[src/hdl/stpo_params.svh]
// stpo_params.svh: constants of the sync timing parameter block
// assumes a 100 MHz clock and a byte-addressed register bus
`ifndef STPO_PARAMS_SVH
`define STPO_PARAMS_SVH
// clock period in ns
`define STPO_CLK_NS 32'h0000_000A
// least sync0 to sync1 spacing in ns
`define STPO_MIN_SHIFT_NS 32'h0000_03E8
// reset values
`define STPO_RST_OUT_MODE 16'h0001
`define STPO_RST_IN_MODE 16'h0022
`define STPO_RST_CYCLE 32'h000F_4240
`define STPO_RST_MIN_CYCLE 32'h0000_E6DC
`define STPO_MODES_SUPP 16'hC807
`define STPO_PARAM_COUNT 8'h20
`define STPO_CMD_START 16'h0001
// field index inside a group, address bits [5:2]
`define STPO_F_COUNT 4'h0
`define STPO_F_MODE 4'h1
`define STPO_F_CYCLE 4'h2
`define STPO_F_SHIFT 4'h3
`define STPO_F_SUPP 4'h4
`define STPO_F_MINCYC 4'h5
`define STPO_F_CALC 4'h6
`define STPO_F_MINDLY 4'h7
`define STPO_F_CMD 4'h8
`define STPO_F_MAXDLY 4'h9
`define STPO_F_MISSED 4'hB
`define STPO_F_OVERRUN 4'hC
`define STPO_F_SHORT 4'hD
`define STPO_F_SYNCERR 4'hF
// address bits: group select, interrupt page
`define STPO_GRP_BIT 6
`define STPO_IRQ_BIT 7
`define STPO_F_IRQ_STAT 4'h0
`define STPO_F_IRQ_MASK 4'h1
`define STPO_RESP_OKAY 2'h0
`define STPO_RESP_SLVERR 2'h2
`define STPO_CNT_MAX 16'hFFFF
`endif

[src/hdl/stpo_pkg.sv]
// stpo_pkg.sv: types of the sync timing parameter block
// assumes stpo_params.svh supplies the numeric constants
`default_nettype none
package stpo_pkg;
  // sync mode codes
  typedef enum logic [15:0]
  {
    STPO_FREE_RUN = 16'h0000,
    STPO_SM_SYNC = 16'h0001,
    STPO_DC_SYNC0 = 16'h0002,
    STPO_DC_SYNC1 = 16'h0003,
    STPO_SM_OUT_SYNC = 16'h0022
  } stpo_mode_e;
  // interval meter state
  typedef struct packed {
    logic running;
    logic seen;
    logic done;
    logic [31:0] cnt;
    logic [31:0] minNs;
    logic [31:0] maxNs;
    logic [31:0] lastNs;
  } stpo_meas_s;
  // event counter state
  typedef struct packed {
    logic [15:0] cnt;
  } stpo_cnt_s;
endpackage
`default_nettype wire

[src/hdl/stpo_event_counter.sv]
// stpo_event_counter.sv: 16-bit event counter
// assumes inc is a one-cycle pulse on clk
`include "stpo_params.svh"
`default_nettype none
module stpo_event_counter
(
  input wire logic clk,
  input wire logic rstn,
  input wire logic inc,
  output logic [15:0] count
);
  import stpo_pkg::*;
  stpo_cnt_s cnt_q;
  stpo_cnt_s cnt_d;
  // saturate so a flood of errors never wraps back to a small count
  always_comb
  begin
    cnt_d = cnt_q;
    if (inc && (cnt_q.cnt != `STPO_CNT_MAX))
      cnt_d.cnt = cnt_q.cnt + 16'h0001;
  end
  always_ff @(posedge clk or negedge rstn)
  begin
    if (!rstn)
      cnt_q <= '0;
    else
      cnt_q <= cnt_d;
  end
  assign count = cnt_q.cnt;
endmodule
`default_nettype wire

[src/hdl/stpo_interval.sv]
// stpo_interval.sv: time from a start pulse to a stop pulse in ns
// assumes pulses last one cycle; keeps min and max while enabled
`include "stpo_params.svh"
`default_nettype none
module stpo_interval
#(
  parameter logic [31:0] MAX_INIT = 32'h0000_0000
)
(
  input wire logic clk,
  input wire logic rstn,
  input wire logic startPulse,
  input wire logic stopPulse,
  input wire logic clearPulse,
  input wire logic measureEn,
  output logic running,
  output logic donePulse,
  output logic [31:0] lastNs,
  output logic [31:0] minNs,
  output logic [31:0] maxNs
);
  import stpo_pkg::*;
  stpo_meas_s m_q;
  stpo_meas_s m_d;
  logic [31:0] elapsedNs;
  // cnt holds cycles since the start edge, so stop gives the full span
  assign elapsedNs = 32'(m_q.cnt * `STPO_CLK_NS);
  always_comb
  begin
    m_d = m_q;
    m_d.done = 1'b0;
    if (m_q.running)
      m_d.cnt = m_q.cnt + 32'h0000_0001;
    if (stopPulse && m_q.running)
    begin
      m_d.running = 1'b0;
      m_d.lastNs = elapsedNs;
      m_d.done = 1'b1;
      if (measureEn)
      begin
        if (elapsedNs > m_q.maxNs) m_d.maxNs = elapsedNs; // [RQ4]
        if (!m_q.seen || elapsedNs < m_q.minNs) m_d.minNs = elapsedNs;
        m_d.seen = 1'b1;
      end
    end
    // old results go before the new run accumulates
    if (clearPulse)
    begin
      m_d.maxNs = 32'h0000_0000; // [RQ5]
      m_d.minNs = 32'h0000_0000;
      m_d.seen = 1'b0;
    end
    if (startPulse)
    begin
      m_d.running = 1'b1;
      m_d.cnt = 32'h0000_0001;
    end
  end
  always_ff @(posedge clk or negedge rstn)
  begin
    if (!rstn)
    begin
      m_q <= '0;
      m_q.maxNs <= MAX_INIT;
    end
    else
      m_q <= m_d;
  end
  assign running = m_q.running;
  assign donePulse = m_q.done;
  assign lastNs = m_q.lastNs;
  assign minNs = m_q.minNs;
  assign maxNs = m_q.maxNs;
endmodule
`default_nettype wire

[src/hdl/stpo_regs.sv]
// stpo_regs.sv: sync timing parameter objects behind an AXI4-Lite slave
// assumes timing event inputs are one-cycle pulses synchronous to clk
//
// Overview of operation
// RQ1 - The input sync mode holds 0, 1, 2, 3 or 34 and resets to 34.
// RQ2 - The supported-modes word reads as a constant with bits 0, 1, 2 and 14 set; the code reads 16'hC807, which also sets bits 11 and 15.
// RQ3 - Writing 1 to a command starts cycle time measurement and 0 stops it; the code keeps measuring while either group's command still holds 1.
// RQ4 - While measuring, shift, cycle, calc-copy and max delay keep their largest values.
// RQ5 - Starting a measurement first clears the old maxima.
// RQ6 - Both minimum cycle time entries reset to 59100 ns.
// RQ7 - A 16-bit counter counts missed sync-manager events when operational in DC mode.
// RQ8 - A 16-bit counter counts cycles that overran or started too early.
// RQ9 - A 16-bit counter counts too short SYNC0 to SYNC1 spacings in DC mode.
// RQ10 - A sync error flag shows that last cycle's outputs came too late in DC mode.
// RQ11 - Outputs report SYNC0 to SYNC1 time and min and max SYNC1 to output delay in ns.
// RQ12 - Inputs report the SYNC0 to sampling shift in ns.
// RQ13 - Inputs report the time from sampling to data availability in ns.
// RQ14 - Inputs report min and max SYNC1 to sampling delay in ns.
// RQ15 - The output sync mode holds 0 to 3 and resets to 1.
// RQ16 - The cycle time entries hold a period in ns and reset to one millisecond.
`include "stpo_params.svh"
`default_nettype none
module stpo_regs
(
  input wire logic clk,
  input wire logic rstn,
  input wire logic [7:0] s_axi_awaddr,
  input wire logic [2:0] s_axi_awprot,
  input wire logic s_axi_awvalid,
  output logic s_axi_awready,
  input wire logic [31:0] s_axi_wdata,
  input wire logic [3:0] s_axi_wstrb,
  input wire logic s_axi_wvalid,
  output logic s_axi_wready,
  output logic [1:0] s_axi_bresp,
  output logic s_axi_bvalid,
  input wire logic s_axi_bready,
  input wire logic [7:0] s_axi_araddr,
  input wire logic [2:0] s_axi_arprot,
  input wire logic s_axi_arvalid,
  output logic s_axi_arready,
  output logic [31:0] s_axi_rdata,
  output logic [1:0] s_axi_rresp,
  output logic s_axi_rvalid,
  input wire logic s_axi_rready,
  input wire logic sync0Pulse,
  input wire logic sync1Pulse,
  input wire logic opState,
  input wire logic outAppliedPulse,
  input wire logic inSampledPulse,
  input wire logic inAvailPulse,
  input wire logic [1:0] procStartPulse,
  input wire logic [1:0] procDonePulse,
  input wire logic [1:0] smMissedPulse,
  input wire logic [1:0] lateApply,
  output logic [15:0] outSyncMode,
  output logic [15:0] inSyncMode,
  output logic [31:0] outCycleTime,
  output logic [31:0] inCycleTime,
  output logic measuring,
  output logic irq
);
  import stpo_pkg::*;

  // ==========================================================
  // state
  typedef struct packed {
    logic [7:0] awAddr;
    logic awHave;
    logic [31:0] wData;
    logic [3:0] wStrb;
    logic wHave;
    logic bValid;
    logic [1:0] bResp;
    logic rValid;
    logic [31:0] rData;
    logic [1:0] rResp;
    logic [1:0][15:0] mode;
    logic [1:0][31:0] cycle;
    logic [1:0][15:0] cmd;
    logic [1:0] syncErr;
    logic [7:0] irqStat;
    logic [7:0] irqMask;
  } stpo_regs_s;

  stpo_regs_s regs_q;
  stpo_regs_s regs_d;

  logic startMeas;
  logic measureEn;
  logic [1:0] dcMode;
  logic [1:0] ioPulse;
  logic [1:0] calcStart;
  logic [1:0] calcStop;
  logic [1:0] missInc;
  logic [1:0] ovrInc;
  logic [1:0] shortInc;
  logic [1:0] cycRun;
  logic [1:0] cycDone;
  logic [1:0] calcDone;
  logic [31:0] cycLast [2];
  logic [31:0] calcLast [2];
  logic [31:0] shiftMax [2];
  logic [31:0] calcMax [2];
  logic [31:0] dlyMin [2];
  logic [31:0] dlyMax [2];
  logic [31:0] cycMax [2];
  logic [15:0] missCnt [2];
  logic [15:0] ovrCnt [2];
  logic [15:0] shortCnt [2];
  logic [7:0] irqSet;
  logic [31:0] rdWord;
  logic rdOk;

  // byte-lane merge of a write into an old word
  function automatic logic [31:0] laneMerge(input logic [31:0] old,
    input logic [31:0] data, input logic [3:0] strb);
    for (int i = 0; i < 4; i++)
      laneMerge[i*8 +: 8] = strb[i] ? data[i*8 +: 8] : old[i*8 +: 8];
  endfunction

  // ==========================================================
  // event routing
  // index 0 is the output group, index 1 the input group
  assign ioPulse = {inSampledPulse, outAppliedPulse};
  assign calcStart = {inSampledPulse, sync0Pulse};
  assign calcStop = {inAvailPulse, sync1Pulse};
  assign measureEn = (regs_q.cmd[0] == `STPO_CMD_START) ||
    (regs_q.cmd[1] == `STPO_CMD_START); // [RQ3]

  // ==========================================================
  // per-group meters and counters
  for (genvar g = 0; g < 2; g++)
  begin : grp
    // only the DC codes enable the DC-only checks
    assign dcMode[g] = (regs_q.mode[g] == STPO_DC_SYNC0) ||
      (regs_q.mode[g] == STPO_DC_SYNC1);
    // sync0 to apply or sample
    stpo_interval u_shift
    (
      .clk(clk),
      .rstn(rstn),
      .startPulse(sync0Pulse),
      .stopPulse(ioPulse[g]),
      .clearPulse(startMeas),
      .measureEn(measureEn),
      .running(),
      .donePulse(),
      .lastNs(),
      .minNs(),
      .maxNs(shiftMax[g]) // [RQ12]
    );
    // out: sync0 to sync1; in: sample to availability
    stpo_interval u_calc
    (
      .clk(clk),
      .rstn(rstn),
      .startPulse(calcStart[g]),
      .stopPulse(calcStop[g]),
      .clearPulse(startMeas),
      .measureEn(measureEn),
      .running(),
      .donePulse(calcDone[g]),
      .lastNs(calcLast[g]),
      .minNs(),
      .maxNs(calcMax[g]) // [RQ11] [RQ13]
    );
    // sync1 to apply or sample
    stpo_interval u_delay
    (
      .clk(clk),
      .rstn(rstn),
      .startPulse(sync1Pulse),
      .stopPulse(ioPulse[g]),
      .clearPulse(startMeas),
      .measureEn(measureEn),
      .running(),
      .donePulse(),
      .lastNs(),
      .minNs(dlyMin[g]), // [RQ11] [RQ14]
      .maxNs(dlyMax[g])
    );
    // local processing time of one cycle
    stpo_interval #(.MAX_INIT(`STPO_RST_MIN_CYCLE)) u_cycle // [RQ6]
    (
      .clk(clk),
      .rstn(rstn),
      .startPulse(procStartPulse[g]),
      .stopPulse(procDonePulse[g]),
      .clearPulse(startMeas),
      .measureEn(measureEn),
      .running(cycRun[g]),
      .donePulse(cycDone[g]),
      .lastNs(cycLast[g]),
      .minNs(),
      .maxNs(cycMax[g])
    );
    // missed sync-manager events count only in operational DC mode
    assign missInc[g] = smMissedPulse[g] && opState && dcMode[g]; // [RQ7]
    // a new start while busy, or a run longer than the cycle time
    assign ovrInc[g] = opState && ((procStartPulse[g] && cycRun[g]) ||
      (cycDone[g] && (cycLast[g] > regs_q.cycle[g]))); // [RQ8]
    // both groups judge the same sync0 to sync1 spacing
    assign shortInc[g] = dcMode[g] && calcDone[0] &&
      (calcLast[0] < `STPO_MIN_SHIFT_NS); // [RQ9]
    stpo_event_counter u_miss
    (
      .clk(clk),
      .rstn(rstn),
      .inc(missInc[g]),
      .count(missCnt[g])
    );
    stpo_event_counter u_ovr
    (
      .clk(clk),
      .rstn(rstn),
      .inc(ovrInc[g]),
      .count(ovrCnt[g])
    );
    stpo_event_counter u_short
    (
      .clk(clk),
      .rstn(rstn),
      .inc(shortInc[g]),
      .count(shortCnt[g])
    );
    // status bits: miss, overrun, short shift, sync error
    assign irqSet[g*4 +: 4] = {ioPulse[g] && dcMode[g] && lateApply[g],
      shortInc[g], ovrInc[g], missInc[g]};
  end

  // ==========================================================
  // read decode
  // one mux for both groups; unmapped words answer SLVERR
  always_comb
  begin
    logic g;
    g = s_axi_araddr[`STPO_GRP_BIT];
    rdWord = 32'h0000_0000;
    rdOk = 1'b1;
    if (s_axi_araddr[`STPO_IRQ_BIT])
    begin
      case (s_axi_araddr[5:2])
        `STPO_F_IRQ_STAT: rdWord = {24'h00_0000, regs_q.irqStat};
        `STPO_F_IRQ_MASK: rdWord = {24'h00_0000, regs_q.irqMask};
        default: rdOk = 1'b0;
      endcase
      if (g)
        rdOk = 1'b0;
    end
    else
    begin
      case (s_axi_araddr[5:2])
        `STPO_F_COUNT: rdWord = {24'h00_0000, `STPO_PARAM_COUNT};
        `STPO_F_MODE: rdWord = {16'h0000, regs_q.mode[g]};
        `STPO_F_CYCLE: rdWord = regs_q.cycle[g];
        `STPO_F_SHIFT: rdWord = shiftMax[g];
        `STPO_F_SUPP: rdWord = {16'h0000, `STPO_MODES_SUPP}; // [RQ2]
        `STPO_F_MINCYC: rdWord = cycMax[g];
        `STPO_F_CALC: rdWord = calcMax[g];
        `STPO_F_MINDLY: rdWord = dlyMin[g];
        `STPO_F_CMD: rdWord = {16'h0000, regs_q.cmd[g]};
        `STPO_F_MAXDLY: rdWord = dlyMax[g];
        `STPO_F_MISSED: rdWord = {16'h0000, missCnt[g]};
        `STPO_F_OVERRUN: rdWord = {16'h0000, ovrCnt[g]};
        `STPO_F_SHORT: rdWord = {16'h0000, shortCnt[g]};
        `STPO_F_SYNCERR: rdWord = {31'h0000_0000, regs_q.syncErr[g]}; // [RQ10]
        default: rdOk = 1'b0;
      endcase
    end
  end

  // ==========================================================
  // next state
  always_comb
  begin
    logic g;
    logic wrOk;
    logic [31:0] nv;
    logic [7:0] irqClr;
    g = regs_q.awAddr[`STPO_GRP_BIT];
    wrOk = 1'b1;
    nv = 32'h0000_0000;
    irqClr = 8'h00;
    startMeas = 1'b0;
    regs_d = regs_q;
    // write address and data are taken in either order
    if (s_axi_awvalid && s_axi_awready)
    begin
      regs_d.awAddr = s_axi_awaddr;
      regs_d.awHave = 1'b1;
    end
    if (s_axi_wvalid && s_axi_wready)
    begin
      regs_d.wData = s_axi_wdata;
      regs_d.wStrb = s_axi_wstrb;
      regs_d.wHave = 1'b1;
    end
    if (regs_q.awHave && regs_q.wHave)
    begin
      if (regs_q.awAddr[`STPO_IRQ_BIT])
      begin
        case (regs_q.awAddr[5:2])
          `STPO_F_IRQ_STAT: irqClr = regs_q.wStrb[0] ? regs_q.wData[7:0] : 8'h00;
          `STPO_F_IRQ_MASK:
          begin
            nv = laneMerge({24'h00_0000, regs_q.irqMask}, regs_q.wData, regs_q.wStrb);
            regs_d.irqMask = nv[7:0];
          end
          default: wrOk = 1'b0;
        endcase
        if (g)
          wrOk = 1'b0;
      end
      else
      begin
        case (regs_q.awAddr[5:2])
          `STPO_F_MODE:
          begin
            nv = laneMerge({16'h0000, regs_q.mode[g]}, regs_q.wData, regs_q.wStrb);
            regs_d.mode[g] = nv[15:0]; // [RQ1] [RQ15]
          end
          `STPO_F_CYCLE:
            regs_d.cycle[g] = laneMerge(regs_q.cycle[g], regs_q.wData,
              regs_q.wStrb); // [RQ16]
          `STPO_F_CMD:
          begin
            nv = laneMerge({16'h0000, regs_q.cmd[g]}, regs_q.wData, regs_q.wStrb);
            regs_d.cmd[g] = nv[15:0]; // [RQ3]
            // every write of start begins a fresh run, even a repeated one
            startMeas = (nv[15:0] == `STPO_CMD_START); // [RQ5]
          end
          // read-only entries take the write silently
          `STPO_F_COUNT, `STPO_F_SHIFT, `STPO_F_SUPP, `STPO_F_MINCYC,
          `STPO_F_CALC, `STPO_F_MINDLY, `STPO_F_MAXDLY, `STPO_F_MISSED,
          `STPO_F_OVERRUN, `STPO_F_SHORT, `STPO_F_SYNCERR: wrOk = 1'b1;
          default: wrOk = 1'b0;
        endcase
      end
      regs_d.awHave = 1'b0;
      regs_d.wHave = 1'b0;
      regs_d.bValid = 1'b1;
      regs_d.bResp = wrOk ? `STPO_RESP_OKAY : `STPO_RESP_SLVERR;
    end
    if (regs_q.bValid && s_axi_bready)
      regs_d.bValid = 1'b0;
    // read answers one cycle after the address is taken
    if (s_axi_arvalid && s_axi_arready)
    begin
      regs_d.rValid = 1'b1;
      regs_d.rData = rdWord;
      regs_d.rResp = rdOk ? `STPO_RESP_OKAY : `STPO_RESP_SLVERR;
    end
    if (regs_q.rValid && s_axi_rready)
      regs_d.rValid = 1'b0;
    // sync error follows each apply or sample, only in DC mode
    for (int i = 0; i < 2; i++)
      if (ioPulse[i])
        regs_d.syncErr[i] = dcMode[i] && lateApply[i]; // [RQ10]
    // set beats a clear in the same cycle
    regs_d.irqStat = (regs_q.irqStat & ~irqClr) | irqSet;
  end

  // ==========================================================
  // registers
  always_ff @(posedge clk or negedge rstn)
  begin
    if (!rstn)
    begin
      regs_q <= '0;
      regs_q.mode[0] <= `STPO_RST_OUT_MODE; // [RQ15]
      regs_q.mode[1] <= `STPO_RST_IN_MODE; // [RQ1]
      regs_q.cycle[0] <= `STPO_RST_CYCLE; // [RQ16]
      regs_q.cycle[1] <= `STPO_RST_CYCLE;
    end
    else
      regs_q <= regs_d;
  end

  // ==========================================================
  // outputs
  // ready is withheld while a response waits, so one write at a time
  assign s_axi_awready = !regs_q.awHave && !regs_q.bValid;
  assign s_axi_wready = !regs_q.wHave && !regs_q.bValid;
  assign s_axi_bvalid = regs_q.bValid;
  assign s_axi_bresp = regs_q.bResp;
  assign s_axi_arready = !regs_q.rValid;
  assign s_axi_rvalid = regs_q.rValid;
  assign s_axi_rdata = regs_q.rData;
  assign s_axi_rresp = regs_q.rResp;
  assign outSyncMode = regs_q.mode[0];
  assign inSyncMode = regs_q.mode[1];
  assign outCycleTime = regs_q.cycle[0];
  assign inCycleTime = regs_q.cycle[1];
  assign measuring = measureEn;
  // level interrupt from flops, no extra latency stage
  assign irq = |(regs_q.irqStat & regs_q.irqMask);
endmodule
`default_nettype wire

[config.mk]
export PLATFORM = sky130hd
export DESIGN_NAME = stpo_regs
export DESIGN_NICKNAME = d
export VERILOG_FILES = /design/src/hdl/stpo_pkg.sv /design/src/hdl/stpo_event_counter.sv /design/src/hdl/stpo_interval.sv /design/src/hdl/stpo_regs.sv
export VERILOG_INCLUDE_DIRS = /design/src /design/src/hdl
export SDC_FILE = /design/constraint.sdc
export NUM_CORES = 2
export LEC_CHECK = 0
export ABC_CLOCK_PERIOD_IN_PS = 5800
export BUFFER_PORTS_ARGS = -buffer_cell sky130_fd_sc_hd__buf_4
export CORE_ASPECT_RATIO = 1.4
export CORE_UTILIZATION = 65
export CTS_CLUSTER_DIAMETER = 60
export CTS_CLUSTER_SIZE = 30
export DETAILED_ROUTE_END_ITERATION = 6
export PLACE_DENSITY = 0.82
export RECOVER_POWER = 50
export SKIP_CTS_REPAIR_TIMING = 1
export SYNTH_ARGS = -nofsm -noshare
export SYNTH_HDL_FRONTEND = slang
export SYNTH_HIERARCHICAL = 1
export SYNTH_SLANG_ARGS = --single-unit
[constraint.sdc]
create_clock -name clk -period 5.8 [get_ports clk]
set_clock_uncertainty 0.1 [all_clocks]
set_input_delay 0.58 -clock clk [delete_from_list [all_inputs] [get_ports clk]]
set_output_delay 0.58 -clock clk [all_outputs]
set_load 0.01 [all_outputs]
# After elaboration in Yosys (flattened, before gate mapping)
# Index checks and enable logic that the tools add are counted.
# Widths: inputs -> output; s select.
dict set report classes {
  mul 8
  n_reduce_logical 148
  bitwise 6
  n_eq_ne 39
  muxes 162
  addsub 14
  n_lt_le_gt_ge 23
}
# cell n
set ops {}
lappend ops {{$mux 32} 53}
lappend ops {{$mux 64} 16}
lappend ops {{$mux 96} 8}
lappend ops {{$pmux 32 s14} 1}
lappend ops {{$gt 32x32->1} 10}
lappend ops {{$mux 16} 18}
lappend ops {{$add 32x1->32 const B} 8}
lappend ops {{$lt 32x32->1} 8}
lappend ops {{$mul 32x3->31 const B} 8}
lappend ops {{$add 16x1->16 const B} 6}
lappend ops {{$mux 8} 12}
lappend ops {{$ne 16x16->1 const B} 6}
lappend ops {{$reduce_bool 2->1} 45}
lappend ops {{$bwmux 32} 2}
lappend ops {{$bwmux 64} 1}
lappend ops {{$eq 16x2->1 const B} 4}
lappend ops {{$reduce_and 3->1} 19}
lappend ops {{$eq 16x1->1 const B} 3}
lappend ops {{$eq 4x4->1 const B} 12}
lappend ops {{$logic_and 1x1->1} 43}
lappend ops {{$mux 1} 36}
lappend ops {{$mux 35} 1}
lappend ops {{$demux 32 s1} 1}
lappend ops {{$eq 4x3->1 const B} 8}
lappend ops {{other kinds (24)} 71}
dict set report word_totals {
  reg_bits 1361
  wordCells 477
  in_bits 79
  output_inout_bits 139
}

# Longest topological paths before layout
dict set report logic_depth {
  word_depth 9
  ltp_mapped 23
  depth_no_buf 21
}

# Modules after synthesis
# The synthesis kept the hierarchy.
# mod cells_each seq_area_each_um2 area_per_inst_um2 instances
set modules_own_cells {}
lappend modules_own_cells {{stpo_interval at grp[0].u_delay ...} 1025 3178.0 9457.8 2}
lappend modules_own_cells {stpo_regs 1604 5676.7 16286.9 1}
lappend modules_own_cells {{stpo_interval at grp[1].u_cycle} 1025 3190.6 9470.3 1}
lappend modules_own_cells {{stpo_interval at grp[0].u_calc} 993 3178.0 9280.2 1}
lappend modules_own_cells {{stpo_interval at grp[1].u_shift} 1004 3178.0 9255.1 1}
lappend modules_own_cells {{stpo_interval at grp[0].u_cycle} 1006 3190.6 9152.5 1}
lappend modules_own_cells {{stpo_interval at grp[0].u_shift} 990 3178.0 9125.0 1}
lappend modules_own_cells {{stpo_interval at grp[1].u_calc} 945 3178.0 9021.2 1}
lappend modules_own_cells {stpo_event_counter 72 400.4 859.6 6}

# Least setup slack after synthesis
# No wires, ideal clock.
dict set report synth_timing {
  path_kind {register to register}
  from {reg grp[1].u_calc/m_q[114] (netlist bit)}
  to {reg, netlist name grp[1].u_calc/maxNs[1]}
  path_buffers 3
  synth_period_minus_slack_ps 5064
  t_required_ps 5579
  setup_time_ps 121
  path_stages_with_launch 22
  arrival_time_ps 4843
  setup_slack_ps 736
  cell_sequence {dfrtp_1 > ha_1 > ha_1 > buf_6 > a21o_1 > o21bai_4 > or4b_4 > o31ai_2 > nor4b_2 > a21o_1 > a311o_2 > ha_1 > nand4_1 > nor4_1 > nor3b_1 > a21oi_1 > and2_1 > a31o_2 > and2_1 > buf_2 > buf_1 > a22o_1}
}
dict set report synth_between {
  elab_chain_cells 4
}
# item line_no
set synth_lines {}
lappend synth_lines {{from (decl)} stpo_interval.sv:23} ;# stpo_meas_s m_q;
lappend synth_lines {{from (signal assigned)} stpo_interval.sv:67} ;# m_q <= m_d;
lappend synth_lines {{$mul 32x3->31 (no line)} n/a}
lappend synth_lines {{via grp[1].u_calc.elapsedNs[30]} stpo_interval.sv:25} ;# logic [31:0] elapsedNs;
lappend synth_lines {{$gt 32x32->1} stpo_interval.sv:41} ;# if (elapsedNs > m_q.maxNs) m_d.maxNs = elapsedNs;
lappend synth_lines {{$reduce_bool 2->1 (no line)} n/a}
lappend synth_lines {{$reduce_and 3->1 (no line)} n/a}
# The timed path passes the listed nets, and every way through them passes these cells.
# A chain may end at the register's enable or synchronous reset.

# Final worst setup path
dict set report layout_timing {
  from {reg grp[1].u_delay/m_q[99] (netlist bit)}
  to {reg, netlist name grp[1].u_delay/maxNs[16]}
}
dict set report layout_between {
  elab_cells_between_ends 8
  cone_classes {mul (1); order compare (1); mux (4); reduce/logical (2)}
}
# item line_no
set layout_rtl {}
lappend layout_rtl {{from (decl)} stpo_interval.sv:23}
lappend layout_rtl {{from (signal assigned)} stpo_interval.sv:67}
lappend layout_rtl {{$mul 32x3->31 (no line)} n/a}
lappend layout_rtl {{via grp[1].u_delay.elapsedNs[30]} stpo_interval.sv:25}
lappend layout_rtl {{$gt 32x32->1} stpo_interval.sv:41}
lappend layout_rtl {{$reduce_bool 2->1 (no line)} n/a}
lappend layout_rtl {{$reduce_and 3->1 (no line)} n/a}
# The timed path passes the listed nets, and every way through them passes these cells. The select of a mux whose other input is x is not followed.

==> impl_metrics.ini <==
[drt]
met3RoutedLength_um = 18500
topRoutingLayerUsed = met5
drt-met1-wl_um = 85500
routed_wire_length_per_instance_um = 25.4
met2_wirelength_um = 106000
detail_route.drc_violations = 0
first_pass_iters = 6
antenna_violating_nets_post_route = 0
vias = 60200
finalWirelength_um = 233000
drtIter0Drc = 5255
detail_route.vias_per_cell = 6.56

[cts]
worstSkewPairLatency_ns = 0.74
cts_sinks = 984
worst_setup_hold_path_clk_slew_ns = 0.10
numCtsBuffers = 79
cts-root-to-sink-buffers = 3
ctsRootBufferMaster = sky130_fd_sc_hd__clkbuf_16
cts_tree = done
h-tree-depth = 3

[job]
cap_violations = 14

[status]
outcome = complete, but fails checks
failed_checks = negative hold slack, max-capacitance violations, max-slew violations

[hold_path]
min_path_type = in2reg

[global_route]
global_route.usage.total = 0.395
wire_length_of_the_first_global_routing_pass_um = 351000
grt_antenna_before_repair = 22
grt_start_max_net_pins = 164
first_global_vias = 59200
overflow = 0

[sta]
grt_setup_unrepaired = false
hold_violations = 1
timing.final.ws_setup_ns = 0.228
final_max_slew_viol_count = 1142
slew-limit-headroom = -1.16
final_min_period_over_clock_period = 0.961
finalSetupViolCount = 0
holdWs_ns = -0.0173
period_needed_ns = 5.57
maxClockFrequency_mhz = 179
final.setup.tns_ns = 0
timing_worst_slew_pin_value_ns = 3.24

[power_and_ir_drop]
total_chip_power_uw = 19700
p_leak_uw = 0.0383
power-per-cell-area_mw_per_mm2 = 255
irDropWorstVdd_mv = 0.304

[floorplanning]
rows = 147
die_w_um = 290
die_area_mm2 = 0.117
floorplan.die.height_um = 405
initial_utilization = 0.656
coreArea_mm2 = 0.115
io-pin-count = 218

[worst_setup_path]
worst-path-max-fanout = 14
cp-start-kind = flip-flop
critical_path_class = reg2reg
capturing_element_type_of_the_critical_path = flip-flop
worstPathRequired_ns = 6.36
worstPathArrival_ns = 6.13

[layout]
share_of_post_route_cells_with_drive_strength_above_1 = 0.109
multiInputGateArea_mm2 = 0.0435
area.growth.synth_to_final_pct = 2.76
fillers = 9186
register_area_mm2 = 0.0247
final_net_count = 8525

[synth]
synthesis.area_per_instance_um2 = 9.45
netlist_instances = 7966
mappedNetlistArea_mm2 = 0.0753
synth-warning-count = 6

[place]
gpl.final_weighted_congestion = 1.10
detail_placement_hpwl_um = 179000
numPortBuffers = 205
dpl_worst_slack_ns = 0.179
## layout by cell type (no fill, tap or decap), types with 48 or more instances in the layout
cell type	count
sky130_fd_sc_hd__xnor2_1	205
sky130_fd_sc_hd__o21ai_0	271
sky130_fd_sc_hd__nand3_1	204
sky130_fd_sc_hd__nand2_1	549
sky130_fd_sc_hd__o21a_1	64
sky130_fd_sc_hd__mux2_2	246
sky130_fd_sc_hd__nor3_1	127
sky130_fd_sc_hd__a22o_1	247
sky130_fd_sc_hd__buf_4	186
sky130_fd_sc_hd__a21oi_1	412
sky130_fd_sc_hd__nand4_1	199
sky130_fd_sc_hd__o22ai_1	113
sky130_fd_sc_hd__clkbuf_1	126
sky130_fd_sc_hd__xor2_1	242
sky130_fd_sc_hd__nor2_1	458
sky130_fd_sc_hd__ha_1	836
sky130_fd_sc_hd__a21o_1	165
sky130_fd_sc_hd__a31oi_1	59
sky130_fd_sc_hd__and3_1	93
sky130_fd_sc_hd__inv_1	524
sky130_fd_sc_hd__clkbuf_16	82
sky130_fd_sc_hd__dfrtp_1	947
sky130_fd_sc_hd__o211ai_1	48
sky130_fd_sc_hd__mux2i_1	301
## stage by stage
stage | cells | hold slack, ns | util | area (um2)
finish | 9172 | -0.0173 | 0.674 | 77300
global placement | 8977 | 0.354 | 0.649 | 74500
global route | 9161 | 0.000571 | 0.674 | 77300
CTS | 9124 | -0.187 | 0.675 | 77500
detailed placement | 8977 | 0.363 | 0.649 | 74500
floorplan | 7971 | 0.184 | - | 75300
## per-layer routing
| metal | GRT usage | up-vias |
|---|---|---|
| met2 | 0.628 | 2438 |
| met3 | 0.0958 | 792 |
| met1 | 0.449 | 29400 |
| met5 | 0 | - |
| li1 | - | 27500 |
| met4 | 0.324 | 12 |
## state kept, by name, indices dropped and copies added, names as in the netlist, 62 cells and up
name                flops
grp.u_calc/m_q         62
regs_q                 94
grp.u_cycle/lastNs     62
grp.u_calc/maxNs       62
grp.u_cycle/maxNs      62
grp.u_delay/m_q        64
grp.u_shift/maxNs      62
grp.u_delay/minNs      62
grp.u_cycle/m_q        62
grp.u_shift/m_q        62
grp.u_delay/maxNs      62
## worst max-delay path, stage by stage (launching register included)
cell,delay (ns)
sky130_fd_sc_hd__dfrtp_1,0.46
sky130_fd_sc_hd__ha_1,0.33
sky130_fd_sc_hd__ha_1,0.17
sky130_fd_sc_hd__inv_1,0.06
sky130_fd_sc_hd__fa_1,0.39
sky130_fd_sc_hd__nor2b_1,0.18
sky130_fd_sc_hd__o2111ai_1,0.20
sky130_fd_sc_hd__a311oi_2,0.35
sky130_fd_sc_hd__o211ai_1,0.22
sky130_fd_sc_hd__o41ai_2,0.36
sky130_fd_sc_hd__xor2_1,0.18
sky130_fd_sc_hd__buf_4,0.18
sky130_fd_sc_hd__ha_1,0.30
sky130_fd_sc_hd__nand4_1,0.16
sky130_fd_sc_hd__nor4_1,0.54
sky130_fd_sc_hd__o211ai_1,0.35
sky130_fd_sc_hd__a21oi_2,0.48
sky130_fd_sc_hd__buf_4,0.31
sky130_fd_sc_hd__a22o_1,0.18
## worst paths after layout
kind	slack [ns]	end	startpoint	cells after the start
max in group asynchronous	0.88	grp[1].u_shift/m_q[103]	rstn	3
hold / removal	-0.02	regs_q[224]	s_axi_awaddr[2]	3
min in group asynchronous	1.05	grp[1].u_miss/count[15]	rstn	2
setup / recovery	0.23	grp[1].u_delay/maxNs[16]	grp[1].u_delay/m_q[99]	18
setup reg to reg	0.23	grp[1].u_delay/maxNs[16]	grp[1].u_delay/m_q[99]	18
hold reg to reg	0.38	grp[0].u_calc/lastNs[4]	grp[0].u_calc/lastNs[4]	1
## area by class of cell
cell class,instances,share of cell area
clock buffer,86,0.0270
multi-input combinational,5653,0.562
timing repair buffer,355,0.0303
antenna,14,0.000453
sequential,984,0.319
clock inverter,61,0.0117
inverter,529,0.0257
tap,1490,0.0241
## power breakdown
group	total (uW)	leakage [uW]	switching, uW	internal, uW
Combinational	4530	0.0236	2760	1770
Clock	6260	0.00145	3260	2990
Sequential	8940	0.0132	1320	7620
No activity file was read; power rests on OpenSTA's default activity.
